$ cat src/tdm_irq_pkg.sv
package tdm_irq_pkg;

    localparam int DATA_W = 8;
    localparam int ADDR_W = 6;
    localparam int CHAN_W = 5;
    localparam int FRAME_CNT_W = 9;

    localparam logic [ADDR_W-1:0] ADDR_CONTROL_1 = 6'h20;
    localparam logic [ADDR_W-1:0] ADDR_VECTOR = 6'h22;
    localparam logic [ADDR_W-1:0] ADDR_FLAGS_1 = 6'h24;
    localparam logic [ADDR_W-1:0] ADDR_FLAGS_2 = 6'h25;
    localparam logic [ADDR_W-1:0] ADDR_IMAGE_1 = 6'h26;
    localparam logic [ADDR_W-1:0] ADDR_IMAGE_2 = 6'h27;
    localparam logic [ADDR_W-1:0] ADDR_MASK_1 = 6'h28;
    localparam logic [ADDR_W-1:0] ADDR_MASK_2 = 6'h29;
    localparam logic [ADDR_W-1:0] ADDR_PATTERN_1 = 6'h2a;
    localparam logic [ADDR_W-1:0] ADDR_PATTERN_2 = 6'h2b;
    localparam logic [ADDR_W-1:0] ADDR_CHANNEL_1 = 6'h2c;
    localparam logic [ADDR_W-1:0] ADDR_CHANNEL_2 = 6'h2d;

    localparam int PATH1_REQUEST_ENABLE = 0;
    localparam int PATH2_REQUEST_ENABLE = 1;
    localparam int PATH1_DETECT_KIND = 2;
    localparam int PATH2_DETECT_KIND = 3;
    localparam int INTERRUPT_CLEAR_ALL = 6;
    localparam logic [DATA_W-1:0] CONTROL_WRITE_MASK = 8'h7f;

    localparam int VECTOR_PATH1_BIT = 0;
    localparam int VECTOR_PATH2_BIT = 1;
    localparam logic [DATA_W-1:0] VECTOR_USER_MASK = 8'hfc;

    localparam logic [DATA_W-1:0] REG_RESET = 8'h00;
    localparam logic [DATA_W-1:0] STATIC_FLAG = 8'h01;
    localparam logic [3:0] CHANNEL_LAST_HALF = 4'hf;
    localparam logic [FRAME_CNT_W-1:0] FRAME_CNT_START = 9'h000;
    localparam logic [FRAME_CNT_W-1:0] FRAME_CNT_STEP = 9'h001;
    localparam int CHAN_LSB = 4;

    typedef struct packed {
        logic valid;
        logic [CHAN_W-1:0] channel;
        logic [DATA_W-1:0] data;
    } channel_byte_type;

    typedef struct packed {
        logic [DATA_W-1:0] pattern;
        logic [DATA_W-1:0] mask;
        logic [CHAN_W-1:0] channel;
        logic dynamic;
    } path_config_type;

    typedef enum logic [1:0] {
        BUS_IDLE = 2'b00,
        BUS_ACCESS = 2'b01,
        BUS_VECTOR = 2'b10
    } bus_state_type;

endpackage

$ cat src/tdm_watch_path.sv
`timescale 1ns/10ps
module tdm_watch_path
    import tdm_irq_pkg::*;
(
    input wire logic clk_i,
    input wire logic rst_i,
    input wire logic run_i,
    input wire path_config_type cfg_i,
    input wire channel_byte_type byte_i,
    input wire logic image_read_i,
    input wire logic flags_read_i,
    input wire logic clear_all_i,
    output logic [DATA_W-1:0] image_o,
    output logic [DATA_W-1:0] flags_o,
    output logic pending_o
);

    logic [DATA_W-1:0] image_ff;
    logic [DATA_W-1:0] flags_ff;
    logic [DATA_W-1:0] prev_ff;
    logic prev_ok_ff;
    logic pending_ff;

    wire hit_w = byte_i.valid && (byte_i.channel == cfg_i.channel);
    wire [DATA_W-1:0] diff_w = (byte_i.data ^ cfg_i.pattern) & ~cfg_i.mask;
    wire [DATA_W-1:0] rise_w = ~prev_ff & byte_i.data & ~cfg_i.pattern & cfg_i.mask;
    wire [DATA_W-1:0] fall_w = prev_ff & ~byte_i.data & cfg_i.pattern & ~cfg_i.mask;
    wire [DATA_W-1:0] tog_w = (prev_ff ^ byte_i.data) & cfg_i.pattern & cfg_i.mask;
    wire [DATA_W-1:0] cause_w = rise_w | fall_w | tog_w;
    wire static_w = !cfg_i.dynamic && (diff_w == REG_RESET);
    wire dynamic_w = cfg_i.dynamic && prev_ok_ff && (cause_w != REG_RESET);
    wire event_w = run_i && hit_w && !pending_ff && (static_w || dynamic_w);
    wire capture_w = hit_w && !pending_ff;
    wire release_w = clear_all_i || (cfg_i.dynamic ? flags_read_i : image_read_i);

    // capture beats a read-clear in the same cycle
    always_ff @(posedge clk_i) begin
        if (rst_i) begin
            image_ff <= REG_RESET;
        end else if (capture_w) begin
            image_ff <= byte_i.data;
        end else if (image_read_i || clear_all_i) begin
            image_ff <= REG_RESET;
        end
    end

    always_ff @(posedge clk_i) begin
        if (rst_i) begin
            flags_ff <= REG_RESET;
        end else if (event_w) begin
            flags_ff <= cfg_i.dynamic ? cause_w : STATIC_FLAG;
        end else if (flags_read_i || clear_all_i) begin
            flags_ff <= REG_RESET;
        end
    end

    always_ff @(posedge clk_i) begin
        if (rst_i) begin
            pending_ff <= 1'b0;
            prev_ff <= REG_RESET;
            prev_ok_ff <= 1'b0;
        end else begin
            if (event_w) begin
                pending_ff <= 1'b1;
            end else if (release_w) begin
                pending_ff <= 1'b0;
            end
            if (hit_w) begin
                prev_ff <= byte_i.data;
                prev_ok_ff <= 1'b1;
            end
        end
    end

    assign image_o = image_ff;
    assign flags_o = flags_ff;
    assign pending_o = pending_ff;
endmodule

$ cat src/tdm_channel_match_interrupt.sv
`timescale 1ns/10ps
// Notes on behaviour
// interrupts are produced only while the processor mode input is high
// two independent paths, each watching one selected channel 0 to 31
// static: capture channel byte, compare with pattern, interrupt on unmasked match
// static: mask bit 1 makes that compare bit a don't-care
// after a static interrupt the image stays frozen until it is read
// image holds the interrupting byte; reading returns it then clears it
// processor clears a static interrupt by reading image or setting clear-all
// static interrupt sets bit 0 of the path flag register
// dynamic interrupt sets flag bits of changed positions; read clears flags
// processor clears a dynamic interrupt by reading flags or setting clear-all
// dynamic: pattern/mask pair 00 off, 01 rise, 10 fall, 11 any change
// dynamic compares each bit with its value in the previous frame
// dynamic interrupt also freezes the channel byte in the image register
// shared vector: processor writes bits 7..2, device sets path bits 1..0
// while acknowledge is asserted the vector is driven onto the data bus
// processor may skip vectoring by never asserting acknowledge
// path enable bit gates the request; kind bit picks static or dynamic
// clear-all clears images, flags and vector path bits
// kind bit 0 static, 1 dynamic; bit 2 path 1, bit 3 path 2
// clear-all bit returns to zero by itself after clearing
// request stays asserted while any enabled path is pending
// unfrozen image refreshes each frame at the end of its channel
module tdm_channel_match_interrupt
    import tdm_irq_pkg::*;
(
    input wire logic clk_i,
    input wire logic rst_i,
    input wire logic processor_mode_i,
    input wire logic bit_clock_i,
    input wire logic frame_pulse_n_i,
    input wire logic serial_input_stream_0_i,
    input wire logic chip_select_n_i,
    input wire logic data_strobe_n_i,
    input wire logic read_not_write_i,
    input wire logic [ADDR_W-1:0] address_i,
    input wire logic [DATA_W-1:0] data_i,
    input wire logic interrupt_acknowledge_in_n_i,
    output logic [DATA_W-1:0] data_o,
    output logic data_oe_n_o,
    output logic dtack_n_o,
    output logic intr_request_n_o
);

    function automatic logic reg_hit(input logic [ADDR_W-1:0] addr,
                                     input logic [ADDR_W-1:0] target);
        reg_hit = (addr == target);
    endfunction

    // serial stream timing
    logic bit_clock_q_ff;
    logic [FRAME_CNT_W-1:0] frame_cnt_ff;
    logic [DATA_W-1:0] shift_ff;
    channel_byte_type rx_byte_ff;

    wire clock_fall_w = bit_clock_q_ff && !bit_clock_i;
    wire sample_w = clock_fall_w && frame_cnt_ff[0];
    wire chan_end_w = clock_fall_w && (frame_cnt_ff[3:0] == CHANNEL_LAST_HALF);
    wire [DATA_W-1:0] shift_next_w = {shift_ff[DATA_W-2:0], serial_input_stream_0_i};

    always_ff @(posedge clk_i) begin
        if (rst_i) begin
            bit_clock_q_ff <= 1'b0;
            frame_cnt_ff <= FRAME_CNT_START;
        end else begin
            bit_clock_q_ff <= bit_clock_i;
            if (clock_fall_w) begin
                frame_cnt_ff <= frame_pulse_n_i ? frame_cnt_ff + FRAME_CNT_STEP
                                                : FRAME_CNT_START;
            end
        end
    end

    always_ff @(posedge clk_i) begin
        if (rst_i) begin
            shift_ff <= REG_RESET;
            rx_byte_ff <= '0;
        end else begin
            if (sample_w) begin
                shift_ff <= shift_next_w;
            end
            rx_byte_ff.valid <= chan_end_w;
            if (chan_end_w) begin
                rx_byte_ff.channel <= frame_cnt_ff[FRAME_CNT_W-1:CHAN_LSB];
                rx_byte_ff.data <= shift_next_w;
            end
        end
    end

    // register file
    logic [DATA_W-1:0] control_ff;
    logic [DATA_W-1:0] vector_ff;
    logic [DATA_W-1:0] channel_1_ff;
    logic [DATA_W-1:0] channel_2_ff;
    logic [DATA_W-1:0] pattern_1_ff;
    logic [DATA_W-1:0] pattern_2_ff;
    logic [DATA_W-1:0] mask_1_ff;
    logic [DATA_W-1:0] mask_2_ff;

    bus_state_type state_ff;
    bus_state_type nxt_state;
    logic [DATA_W-1:0] data_ff;
    logic data_oe_n_ff;
    logic dtack_n_ff;
    logic request_n_ff;

    wire strobe_w = !chip_select_n_i && !data_strobe_n_i;
    wire ack_w = !interrupt_acknowledge_in_n_i;
    wire take_w = (state_ff == BUS_IDLE) && !ack_w && strobe_w;
    wire read_take_w = take_w && read_not_write_i;
    wire write_take_w = take_w && !read_not_write_i;

    wire wr_control_w = write_take_w && reg_hit(address_i, ADDR_CONTROL_1);
    wire wr_vector_w = write_take_w && reg_hit(address_i, ADDR_VECTOR);
    wire wr_channel_1_w = write_take_w && reg_hit(address_i, ADDR_CHANNEL_1);
    wire wr_channel_2_w = write_take_w && reg_hit(address_i, ADDR_CHANNEL_2);
    wire wr_pattern_1_w = write_take_w && reg_hit(address_i, ADDR_PATTERN_1);
    wire wr_pattern_2_w = write_take_w && reg_hit(address_i, ADDR_PATTERN_2);
    wire wr_mask_1_w = write_take_w && reg_hit(address_i, ADDR_MASK_1);
    wire wr_mask_2_w = write_take_w && reg_hit(address_i, ADDR_MASK_2);
    wire rd_image_1_w = read_take_w && reg_hit(address_i, ADDR_IMAGE_1);
    wire rd_image_2_w = read_take_w && reg_hit(address_i, ADDR_IMAGE_2);
    wire rd_flags_1_w = read_take_w && reg_hit(address_i, ADDR_FLAGS_1);
    wire rd_flags_2_w = read_take_w && reg_hit(address_i, ADDR_FLAGS_2);

    wire clear_all_w = control_ff[INTERRUPT_CLEAR_ALL];
    wire run_1_w = processor_mode_i && control_ff[PATH1_REQUEST_ENABLE];
    wire run_2_w = processor_mode_i && control_ff[PATH2_REQUEST_ENABLE];

    path_config_type cfg_1_w;
    path_config_type cfg_2_w;
    assign cfg_1_w = '{pattern: pattern_1_ff, mask: mask_1_ff,
                       channel: channel_1_ff[CHAN_W-1:0],
                       dynamic: control_ff[PATH1_DETECT_KIND]};
    assign cfg_2_w = '{pattern: pattern_2_ff, mask: mask_2_ff,
                       channel: channel_2_ff[CHAN_W-1:0],
                       dynamic: control_ff[PATH2_DETECT_KIND]};

    logic [DATA_W-1:0] image_1_w;
    logic [DATA_W-1:0] image_2_w;
    logic [DATA_W-1:0] flags_1_w;
    logic [DATA_W-1:0] flags_2_w;
    logic pending_1_w;
    logic pending_2_w;

    tdm_watch_path u_path_1 (
        .clk_i(clk_i),
        .rst_i(rst_i),
        .run_i(run_1_w),
        .cfg_i(cfg_1_w),
        .byte_i(rx_byte_ff),
        .image_read_i(rd_image_1_w),
        .flags_read_i(rd_flags_1_w),
        .clear_all_i(clear_all_w),
        .image_o(image_1_w),
        .flags_o(flags_1_w),
        .pending_o(pending_1_w)
    );

    tdm_watch_path u_path_2 (
        .clk_i(clk_i),
        .rst_i(rst_i),
        .run_i(run_2_w),
        .cfg_i(cfg_2_w),
        .byte_i(rx_byte_ff),
        .image_read_i(rd_image_2_w),
        .flags_read_i(rd_flags_2_w),
        .clear_all_i(clear_all_w),
        .image_o(image_2_w),
        .flags_o(flags_2_w),
        .pending_o(pending_2_w)
    );

    logic [DATA_W-1:0] nxt_vector;
    always_comb begin
        nxt_vector = vector_ff;
        if (wr_vector_w) begin
            nxt_vector = (data_i & VECTOR_USER_MASK) | (vector_ff & ~VECTOR_USER_MASK);
        end
        nxt_vector[VECTOR_PATH1_BIT] = pending_1_w;
        nxt_vector[VECTOR_PATH2_BIT] = pending_2_w;
    end

    // clear-all stays set for one cycle, during which the paths clear
    logic [DATA_W-1:0] nxt_control;
    assign nxt_control = wr_control_w ? (data_i & CONTROL_WRITE_MASK)
                                      : (control_ff & ~(8'h01 << INTERRUPT_CLEAR_ALL));

    always_ff @(posedge clk_i) begin
        if (rst_i) begin
            control_ff <= REG_RESET;
            vector_ff <= REG_RESET;
        end else begin
            control_ff <= nxt_control;
            vector_ff <= nxt_vector;
        end
    end

    always_ff @(posedge clk_i) begin
        if (rst_i) begin
            channel_1_ff <= REG_RESET;
            channel_2_ff <= REG_RESET;
            pattern_1_ff <= REG_RESET;
            pattern_2_ff <= REG_RESET;
            mask_1_ff <= REG_RESET;
            mask_2_ff <= REG_RESET;
        end else begin
            if (wr_channel_1_w) channel_1_ff <= data_i;
            if (wr_channel_2_w) channel_2_ff <= data_i;
            if (wr_pattern_1_w) pattern_1_ff <= data_i;
            if (wr_pattern_2_w) pattern_2_ff <= data_i;
            if (wr_mask_1_w) mask_1_ff <= data_i;
            if (wr_mask_2_w) mask_2_ff <= data_i;
        end
    end

    logic [DATA_W-1:0] rdata_w;
    always_comb begin
        if (reg_hit(address_i, ADDR_CONTROL_1)) begin
            rdata_w = control_ff;
        end else if (reg_hit(address_i, ADDR_VECTOR)) begin
            rdata_w = vector_ff;
        end else if (reg_hit(address_i, ADDR_FLAGS_1)) begin
            rdata_w = flags_1_w;
        end else if (reg_hit(address_i, ADDR_FLAGS_2)) begin
            rdata_w = flags_2_w;
        end else if (reg_hit(address_i, ADDR_IMAGE_1)) begin
            rdata_w = image_1_w;
        end else if (reg_hit(address_i, ADDR_IMAGE_2)) begin
            rdata_w = image_2_w;
        end else if (reg_hit(address_i, ADDR_MASK_1)) begin
            rdata_w = mask_1_ff;
        end else if (reg_hit(address_i, ADDR_MASK_2)) begin
            rdata_w = mask_2_ff;
        end else if (reg_hit(address_i, ADDR_PATTERN_1)) begin
            rdata_w = pattern_1_ff;
        end else if (reg_hit(address_i, ADDR_PATTERN_2)) begin
            rdata_w = pattern_2_ff;
        end else if (reg_hit(address_i, ADDR_CHANNEL_1)) begin
            rdata_w = channel_1_ff;
        end else if (reg_hit(address_i, ADDR_CHANNEL_2)) begin
            rdata_w = channel_2_ff;
        end else begin
            rdata_w = REG_RESET;
        end
    end

    // bus handshake: one access per strobe, acknowledge has priority
    always_comb begin
        nxt_state = state_ff;
        case (state_ff)
            BUS_IDLE: begin
                if (ack_w) nxt_state = BUS_VECTOR;
                else if (strobe_w) nxt_state = BUS_ACCESS;
            end
            BUS_ACCESS: begin
                if (!strobe_w) nxt_state = BUS_IDLE;
            end
            BUS_VECTOR: begin
                if (!ack_w) nxt_state = BUS_IDLE;
            end
            default: nxt_state = BUS_IDLE;
        endcase
    end

    wire drive_vector_w = (nxt_state == BUS_VECTOR);
    wire drive_read_w = (nxt_state == BUS_ACCESS) && read_not_write_i;

    always_ff @(posedge clk_i) begin
        if (rst_i) begin
            state_ff <= BUS_IDLE;
            data_ff <= REG_RESET;
            data_oe_n_ff <= 1'b1;
            dtack_n_ff <= 1'b1;
            request_n_ff <= 1'b1;
        end else begin
            state_ff <= nxt_state;
            if (drive_vector_w) begin
                data_ff <= nxt_vector;
            end else if (read_take_w) begin
                data_ff <= rdata_w;
            end
            data_oe_n_ff <= !(drive_vector_w || drive_read_w);
            dtack_n_ff <= (nxt_state == BUS_IDLE);
            request_n_ff <= !((run_1_w && pending_1_w) || (run_2_w && pending_2_w));
        end
    end

    assign data_o = data_ff;
    assign data_oe_n_o = data_oe_n_ff;
    assign dtack_n_o = dtack_n_ff;
    assign intr_request_n_o = request_n_ff;
endmodule

$ cat config.mk
export PLATFORM = sky130hd
export DESIGN_NAME = tdm_channel_match_interrupt
export DESIGN_NICKNAME = d
export VERILOG_FILES = /design/src/tdm_irq_pkg.sv /design/src/tdm_watch_path.sv /design/src/tdm_channel_match_interrupt.sv
export SDC_FILE = /design/constraint.sdc
export NUM_CORES = 1
export LEC_CHECK = 0
export ABC_AREA = 1
export BUFFER_PORTS_ARGS = -buffer_cell sky130_fd_sc_hd__buf_4
export CAP_MARGIN = 20
export CORE_MARGIN = 10
export CORE_UTILIZATION = 60
export CTS_BUF_LIST = sky130_fd_sc_hd__clkbuf_4 sky130_fd_sc_hd__clkbuf_8
export CTS_CLUSTER_DIAMETER = 200
export DETAILED_ROUTE_END_ITERATION = 7
export HOLD_SLACK_MARGIN = 0.06
export PLACE_DENSITY = 0.85
export SYNTH_ARGS = -nofsm -noshare
export SYNTH_HDL_FRONTEND = slang
export SYNTH_SLANG_ARGS = --single-unit
$ cat constraint.sdc
create_clock -name clk_i -period 5.71 [get_ports clk_i]
set_input_delay 1.142 -clock clk_i [delete_from_list [all_inputs] [get_ports clk_i]]
set_output_delay 1.142 -clock clk_i [all_outputs]
set_load 0.05 [all_outputs]
==> flow_summary.toml, run 1 <==
[status]
status = "completed"

[setup_path]
r2r_start = "rx_byte_ff[1]"
critPathBufInv = 4
criticalPathCategory = "in -> reg"
worstRegToRegCells = 10
worstPathCellList = "buf_4 -> clkinv_1 -> buf_4 -> o21ai_0 -> inv_1 -> o21ai_0 -> nor2_1"
crit_path_max_incr_delay_ns = 0.62
required_ns = 6.06
cp-end-kind = "register"
worstSetupStartpointType = "input pin"
cp_max_fo = 72
arrival_ns = 3.23
r2r_end = "u_path_1.flags_o[6]"
rrSetupSlack_ns = 3.18
path_delay_family = "buffers and inverters"
crit_slowest_cell = "buf_4"

[power]
powerDensity_nw_per_um2 = 246
p_leak_nw = 3.20
ir_worst_vdd_v = 0.000217
total_power_w = 0.00214

[clocking]
cts_tree = "done"
cts_hold_buf = 0
h-tree-depth = 4
worstSkewPairLatency_ns = 0.48
cts_buffers = 17
root_buffer = "clkbuf_8"
clockBufferDepth = 2
cts_setup_buffers = 0
cts.clk_slew.worst_paths_ns = 0.08
postCtsResizedCells = 0
clock-sinks = 159

[synth]
ys_ff_latch = 159
yosys_warnings = 0
mappedNetlistArea_um2 = 7920
syn_inst = 1107
synth_edf_count = 0
yosysSeqAreaShare_pct = 40.2
synth_cell_types = 43
synth_top_area_share_pct = 40.2
synth-main-ff-cell = "dfxtp_1"
synth_area_leaders = "dfxtp_1, nand2_1, a21oi_1"
syn_avg_cell_area_um2 = 7.15
ys_async_sr_fraction_pct = 0
syn_nets = 1164
synth_top_area_cell = "dfxtp_1"

[floorplan]
die_area_um2 = 18200
die_x_um = 135
placementRows = 41
initial_utilization_pct = 62.0
core_region_area_um2 = 12800
dieHeight_um = 135
num_io_pins = 35

[finish]
n_antenna_cell = 0
layout.nets = 1187
final_area_um2 = 8700
drive_above_1_share_pct = 10.2
syn_to_final_growth_pct = 9.88
fillers = 1059

[detailed_routing]
dr.pass1.iters = 7
wl_per_cell_um = 17.9
vias = 7892
drt_iter0_markers = 910
ant_nets = 0
finalWirelength_mm = 23.5
remaining_drc_errors = 0
drt-vias-per-instance = 6.00

[run]
cap_violations = 0

[global_routing]
grt_pass1_wl_mm = 37.7
antenna_found_initial = 0
grt_pass1_vias = 7324
grt.total_usage_pct = 26.2
grt_max_degree = 73
overflow = 0

[worst_hold_path]
hold_end = "channel_1_ff[7]"
hold_path.class = "reg -> reg"
whs_path_depth = 2
min-delay-start = "channel_1_ff[7]"

[sta]
finalHoldViolCount = 0
worst_slack_ns = 2.83
relSlewSlack_pct = 43.9
tns_ns = 0
tightestPinTransition_ns = 0.839
rsz0062_at_grt = "no"
fin_crit_sh_pct = 50.5
finalSetupViolations = 0
maxSlewViolCount = 0
fin_crit_ns = 2.88
finClkSkew_ns = 0.0142
fmax_mhz = 347

[placed_design]
dpl.hpwl_mm = 17.0
dpl-instance-area_um2 = 8260
portBuffers = 34
place_ws_ns = 2.41
place.gp.congestion = 1.01
[cells by family (layout without fill, tap and decap cells)]
family / Yosys count / in the layout / synth area share, %
fa+ha+maj: 33 / 33 / 5.22
flops: 159 / 159 / 40.2
compound gates: 281 / 281 / 19.1
simple gates: 483 / 483 / 27.4
buf+inv: 142 / 178 / 7.03
mux: 2 / 2 / 0.253
xor+xnor: 7 / 7 / 0.774
[per-layer routing]
layer  GRT usage [%]  part of all wire (%)  vias up
li1                -                     -     3741
met1            32.8                    41     3646
met2            40.9                    44      428
met3            7.53                    10       77
met4            12.1                   4.0        0
met5               0                     0        -
[synthesized netlist by cell type, drive strengths merged, types with 6 or more instances]
cell type and instances:
nand2 192, nor2 162, dfxtp 159, a21oi 139
o21ai 113, inv 107, nand3 84, ha 33
clkbuf 26, nand4 24, o211ai 11, nor3 9
buf 7, or2 7, o22ai 6
[stage by stage]
stage | hold slack (ns) | utilization (%) | cells
after CTS | 0.461 | 68.1 | 1315
final | 0.461 | 68.1 | 1315
after global routing | 0.475 | 68.1 | 1315
after global placement | 0.445 | 64.7 | 1283
after floorplan | 0.430 | - | 1107
after detailed placement | 0.449 | 64.7 | 1283
[worst max path at each step]
stage,startpoint,to,slack [ns],depth (start not counted)
finish,rst_i,frame_cnt_ff[4],2.83,7
global route,rst_i,frame_cnt_ff[4],2.62,7
CTS,rst_i,frame_cnt_ff[4],2.89,7
detailed placement,rst_i,frame_cnt_ff[4],2.41,7
global placement,rst_i,frame_cnt_ff[4],2.46,7
floorplan,chip_select_n_i,u_path_2.flags_o[7],3.31,9
[tightest hold or removal path, cell delays in order, from the launching register on]
cell and delay (ns):
dfxtp_1 0.30, inv_1 0.06, a21oi_1 0.06
[power by group]
| group | total [W] | internal (W) | switching (W) |
|---|---|---|---|
| Sequential | 0.00112 | 0.00111 | 0.00000314 |
| Clock | 0.000924 | 0.000488 | 0.000437 |
| Combinational | 0.000103 | 0.0000279 | 0.0000748 |
[layout make-up]
type	instances	area [um^2]	area share, %
multi-input combinational	806	4180	48.0
sequential	159	3180	36.6
inverter	109	409	4.70
timing repair buffer	37	278	3.19
clock buffer	19	249	2.86
tap	172	215	2.47
clock inverter	13	188	2.16
[state kept, by name, summed over array words and instances, names as in the netlist, 2 cells and up]
register          cells
rx_byte_ff           14
vector_ff             8
pattern_2_ff          8
frame_cnt_ff          9
u_path_2.prev_ff      8
u_path_2.flags_o      8
mask_1_ff             8
channel_1_ff          8
u_path_2.image_o      8
channel_2_ff          8
u_path_1.image_o      8
u_path_1.flags_o      8
mask_2_ff             8
data_o                8
u_path_1.prev_ff      8
state_ff              2
pattern_1_ff          8
shift_ff              7
control_ff            7
[cells in the final DEF, fill, tap and decap left out, types with 2 or more instances in the layout]
cell	count
o211ai_1	11
buf_4	37
nor3_4	3
o21a_1	2
ha_1	33
xor2_1	2
mux2i_1	2
nor4_1	2
o21bai_1	2
o22ai_1	6
clkinvlp_4	3
bufinv_16	4
nand4_1	24
nand3_2	3
a211oi_1	3
or2_2	5
nor2_4	4
inv_1	96
inv_6	2
nand2_2	2
or2_0	2
a21oi_1	138
clkinv_4	2
clkinv_1	3
nand2_4	2
a211oi_2	2
clkbuf_4	2
nand2_1	188
o21ai_0	110
o21ai_1	3
nor3_1	5
nand3_1	81
nor2_2	11
nor2_1	147
dfxtp_1	159
inv_2	10
xnor2_1	5
clkbuf_8	17
clkinv_2	2
(Power assumes the default switching activity.)
==> run 2: changes to the inputs <==
--- a/config.mk
+++ b/config.mk
@@ -5,7 +5,7 @@
 export SDC_FILE = /design/constraint.sdc
 export NUM_CORES = 1
 export LEC_CHECK = 0
-export ABC_AREA = 1
+export ABC_AREA = 0
 export BUFFER_PORTS_ARGS = -buffer_cell sky130_fd_sc_hd__buf_4
 export CAP_MARGIN = 20
 export CORE_MARGIN = 10
==> constraint.sdc (replaced) <==
create_clock -name clk_i -period 2.7 [get_ports clk_i]
set_input_delay 0.54 -clock clk_i [delete_from_list [all_inputs] [get_ports clk_i]]
set_output_delay 0.54 -clock clk_i [all_outputs]
set_load 0.05 [all_outputs]
==> run 2 against run 1 <==
- die area increased by 2.7%
- synthesized cell count down 9.8%
- setup slack got worse by 2.6 ns
- area after synthesis increased by 3.2%
- combinational power rose to 2.9 times the previous value
- clock skew up 0.0030 ns
- global-route usage grew 1.4 points
- routed wire length up 9.5%
- final cell count down 7.0%
- largest power group unchanged
- count of clock-buffer cells in the layout fell by 2
- final area up 4.9%
- core utilization grew 0.51 points
==> flow_summary.toml, run 2 <==
[floorplan]
die_area_um2 = 18700
placementRows = 42
num_io_pins = 35
die_x_um = 137
initial_utilization_pct = 61.4
core_region_area_um2 = 13300
dieHeight_um = 137

[clocking]
clockBufferDepth = 2
worstSkewPairLatency_ns = 0.48
root_buffer = "clkbuf_8"
cts_tree = "done"
clock-sinks = 159
cts.clk_slew.worst_paths_ns = 0.10
h-tree-depth = 4
cts_buffers = 17

[synth]
syn_nets = 1055
synth_top_area_cell = "dfxtp_1"
synth_cell_types = 72
synth-main-ff-cell = "dfxtp_1"
synth_top_area_share_pct = 39.0
yosys_warnings = 0
mappedNetlistArea_um2 = 8170
synth_most_common_cell = "dfxtp_1"
synth_edf_count = 0
synth_area_leaders = "dfxtp_1, a21oi_1, nand2_1"
synth_common_cells = "dfxtp_1, nand2_1, a21oi_1"
syn_avg_cell_area_um2 = 8.19
ys_ff_latch = 159
ys_async_sr_fraction_pct = 0
syn_inst = 998
yosysSeqAreaShare_pct = 39.0

[sta]
fin_crit_sh_pct = 92.0
finClkSkew_ns = 0.0172
rsz0062_at_grt = "no"
maxSlewViolCount = 0
tightestPinTransition_ns = 1.13
worst_slack_ns = 0.215
finalSetupViolations = 0
fmax_mhz = 402
fin_crit_ns = 2.49
hold_ws_ns = 0.290
relSlewSlack_pct = 24.4
tns_ns = 0
finalHoldViolCount = 0

[finish]
fillers = 1108
n_antenna_cell = 0
reg_top3 = "rx_byte_ff x14, frame_cnt_ff x9"
mostFrequentLayoutCells = "dfxtp_1, nand2_1, a21oi_1"
instances_no_fill = 1223
final_util_pct = 68.6
drive_above_1_share_pct = 13.5
largest_reg_flops = 14
top_register = "rx_byte_ff"
layout_commonest_cell = "dfxtp_1"
layout.nets = 1091
syn_to_final_growth_pct = 11.7

[power]
p_leak_nw = 3.34
ir_worst_vdd_v = 0.000523
powerDensity_nw_per_um2 = 496

[worst_hold_path]
hold_path.class = "in -> reg"

[global_routing]
antenna_found_initial = 0
grt_pass1_wl_mm = 40.3
grt.total_usage_pct = 27.7
grt_pass1_vias = 7397
overflow = 0
grt_max_degree = 61

[setup_path]
arrival_ns = 2.86
required_ns = 3.08
worstSetupStartpointType = "register"
cp-end-kind = "register"
criticalPathCategory = "reg -> reg"
cp_max_fo = 6

[detailed_routing]
wl_per_cell_um = 21.1
drt_iter0_markers = 1091
dr.pass1.iters = 6
ant_nets = 0
drt-vias-per-instance = 6.49
finalWirelength_mm = 25.8
vias = 7940
remaining_drc_errors = 0

[status]
status = "completed"

[placed_design]
dpl.hpwl_mm = 18.6
place.gp.congestion = 1.02
portBuffers = 34
place_ws_ns = 0.234
dp.cells = 1190

[run]
cap_violations = 0
run 2: changes by cell type after synthesis, sizes merged, moves of 15 or more:
cell	change
nor2	-75
o21ai	-75
inv	-74
nand2	-50
a21oi	-32
mux2i	+24
xnor2	+21
a22oi	+19
nand3	-19
nand4	-18
o2bb2ai	+17
buf	+15
clkbuf	+15
run 2: final timing paths:
check                                      from             endpoint  slack [ns]  cells past startpoint
worst max-delay path              rx_byte_ff[4]  u_path_2.flags_o[0]        0.21                      8
worst min-delay path                bit_clock_i       bit_clock_q_ff        0.29                      2
worst max register to register    rx_byte_ff[4]  u_path_2.flags_o[0]        0.21                      8
worst min register to register  channel_2_ff[5]      channel_2_ff[5]        0.47                      2
run 2: critical path: stages, from the launching register on:
cell,delay [ns]
dfxtp_1,0.44
inv_1,0.10
ha_1,0.28
nand2_1,0.05
a31oi_1,0.37
and4_1,0.27
a41oi_1,0.19
o2111ai_1,0.33
mux2_2,0.36
run 2: repair_timing:
item / CTS / global route
resized for setup: 0 / 2
buffers inserted: 0 / 0
hold buffers: 0 / 0
setup endpoints to repair: 0 / 1
run 2: cell families after synthesis:
logic type	count (synthesis)	synth area share, %
mux	32	4.56
xor+xnor	35	3.75
buf+inv	97	4.93
fa+ha+maj	33	5.05
simple gates	374	21.8
flops	159	39.0
compound gates	268	20.9
run 2: final cells by class:
cell class	count	area (um^2)	share of cell area, %
Sequential cell	159	3190	34.9
Multi-Input combinational cell	742	4580	50.2
Inverter	34	128	1.40
Tap cell	176	220	2.41
Clock inverter	15	173	1.89
Timing Repair Buffer	80	598	6.56
Clock buffer	17	234	2.57
run 2: stage by stage:
step	instance area (um^2)	power, W
finish	9120	0.00453
CTS	9110	0.00452
global route	9120	0.00463
floorplan	8170	0.00259
detailed placement	8710	0.00271
global placement	8710	0.00270
run 2: power breakdown:
| part | total, W | switching, W | internal [W] | leakage, nW |
|---|---|---|---|---|
| registers | 0.00236 | 0.00000733 | 0.00235 | 1.28 |
| logic | 0.000303 | 0.000207 | 0.0000952 | 1.85 |
| clock network | 0.00187 | 0.00101 | 0.000854 | 0.208 |
| total | 0.00453 | 0.00123 | 0.00330 | 3.34 |
run 2: metal layers:
metal	track usage, %	part of all wire, %	vias to the layer above
met1	35.2	40	3746
met2	42.7	44	478
met3	7.11	11	97
met5	0	0	-
met4	13.4	5.1	0
li1	-	-	3619
==> run 3: changes to the inputs <==
==> constraint.sdc (replaced) <==
create_clock -name clk_i -period 2.53 [get_ports clk_i]
set_input_delay 0.506 -clock clk_i [delete_from_list [all_inputs] [get_ports clk_i]]
set_output_delay 0.506 -clock clk_i [all_outputs]
set_load 0.05 [all_outputs]
==> run 3 against run 2 <==
- global-route usage fell by 0.39 points
- core utilization grew 0.88 points
- critical path depth stayed put
- register-to-register slack worse by 0.09 ns
- flip-flop and latch count unchanged
- final area increased by 1.3%
- sequential power up 7%
- die area did not move
- clock power is 5% higher
- first-iteration DRC count rose by 0.64%
- routed wire length fell by 1.6%
- non-clock buffer count is 10 higher
- critical path type unchanged
- critical endpoint is now u_path_1.flags_o[0]
==> flow_summary.toml, run 3 (synthesized netlist as in run 2, its figures left out) <==
[status]
status = "completed"

[clocking]
cts_tree = "done"
h-tree-depth = 4
root_buffer = "clkbuf_8"
cts.clk_slew.worst_paths_ns = 0.09
cts_buffers = 17
worstSkewPairLatency_ns = 0.48
clock-sinks = 159
clockBufferDepth = 2

[sta]
finalHoldViolCount = 0
finalSetupViolations = 0
fin_crit_sh_pct = 95.2
rsz0062_at_grt = "no"
maxSlewViolCount = 0
tightestPinTransition_ns = 0.779
fmax_mhz = 415
worst_slack_ns = 0.122
finClkSkew_ns = 0.0138
relSlewSlack_pct = 47.9
tns_ns = 0
fin_crit_ns = 2.41

[setup_path]
cp-end-kind = "register"
required_ns = 2.94
cp_max_fo = 7
criticalPathCategory = "reg -> reg"
worstSetupStartpointType = "register"
arrival_ns = 2.82

[placed_design]
dpl.hpwl_mm = 18.4
portBuffers = 34
dp.cells = 1201
place.gp.congestion = 1.04
place_ws_ns = 0.0858

[finish]
mostFrequentLayoutCells = "dfxtp_1, nand2_1, a21oi_1"
top_register = "rx_byte_ff"
syn_to_final_growth_pct = 13.1
n_antenna_cell = 0
layout_commonest_cell = "dfxtp_1"
instances_no_fill = 1233
layout.nets = 1101
reg_top3 = "rx_byte_ff x14, frame_cnt_ff x9"
fillers = 1094
largest_reg_flops = 14
final_util_pct = 69.5
drive_above_1_share_pct = 14.3

[floorplan]
num_io_pins = 35
placementRows = 42
die_area_um2 = 18700
core_region_area_um2 = 13300
initial_utilization_pct = 61.4
dieHeight_um = 137
die_x_um = 137

[global_routing]
overflow = 0
grt_pass1_vias = 7293
grt_pass1_wl_mm = 40.0
grt_max_degree = 46
antenna_found_initial = 0
grt.total_usage_pct = 27.3

[detailed_routing]
drt_iter0_markers = 1098
ant_nets = 0
finalWirelength_mm = 25.4
dr.pass1.iters = 7
vias = 7947
remaining_drc_errors = 0
drt-vias-per-instance = 6.45
wl_per_cell_um = 20.6

[power]
powerDensity_nw_per_um2 = 521
p_leak_nw = 3.40
ir_worst_vdd_v = 0.000522

[run]
cap_violations = 0

[worst_hold_path]
hold_path.class = "in -> reg"
run 3: cell count changes in the layout (fill, tap and decap cells not counted), moves of 2 or more:
cell / before / now
buf_12: 0 / 3
inv_6: 6 / 4
buf_4: 79 / 87
clkinv_4: 1 / 3
inv_8: 3 / 1
run 3: critical path, stage by stage, from the launching register on:
cell	delay (ns)
dfxtp_1	0.59
inv_1	0.13
ha_1	0.21
and3b_1	0.18
a31oi_1	0.34
and4_1	0.25
a41oi_1	0.15
o21bai_1	0.28
mux2i_1	0.21
run 3: per-layer routing:
layer,global-route usage [%],up-vias,part of all wire (%)
li1,-,3628,-
met1,35.4,3680,41
met2,40.2,526,43
met3,7.84,113,12
met4,14.1,0,5.1
met5,1.39,-,0
run 3: cell type report:
class | count | area, um^2 | area share, %
clock buffers | 18 | 248 | 2.68
clock inverters | 14 | 155 | 1.68
flip-flops and latches | 159 | 3180 | 34.5
inverters | 34 | 128 | 1.38
repair buffers | 90 | 713 | 7.72
well taps | 176 | 220 | 2.38
multi-input cells | 742 | 4590 | 49.7
run 3: path summary, 6_finish.rpt:
path                                             to  slack [ns]  cells after the start     startpoint
worst max register to register  u_path_1.flags_o[0]        0.12                      8  rx_byte_ff[1]
worst min-delay path                 bit_clock_q_ff        0.27                      2    bit_clock_i
worst max-delay path            u_path_1.flags_o[0]        0.12                      8  rx_byte_ff[1]
worst min register to register        control_ff[4]        0.46                      2  control_ff[4]
run 3: what timing repair did:
action,CTS,global route
resized for setup,0,2
setup buffers,0,0
endpoints found under the setup margin,0,1
hold buffers,0,0
run 3: power by group:
part | internal, W | leakage, nW | switching [W]
clock | 0.000920 | 0.206 | 0.00104
combinational | 0.000108 | 1.92 | 0.000225
sequential | 0.00251 | 1.28 | 0.00000630
total | 0.00354 | 3.40 | 0.00127
run 3: stage by stage:
| step | cell area, um^2 | hold WS (ns) | total power, W |
|---|---|---|---|
| after global placement | 8830 | 0.444 | 0.00289 |
| after global routing | 9240 | 0.287 | 0.00492 |
| after floorplan | 8170 | 0.428 | 0.00277 |
| final | 9240 | 0.267 | 0.00481 |
| after detailed placement | 8830 | 0.447 | 0.00289 |
| after CTS | 9230 | 0.260 | 0.00478 |
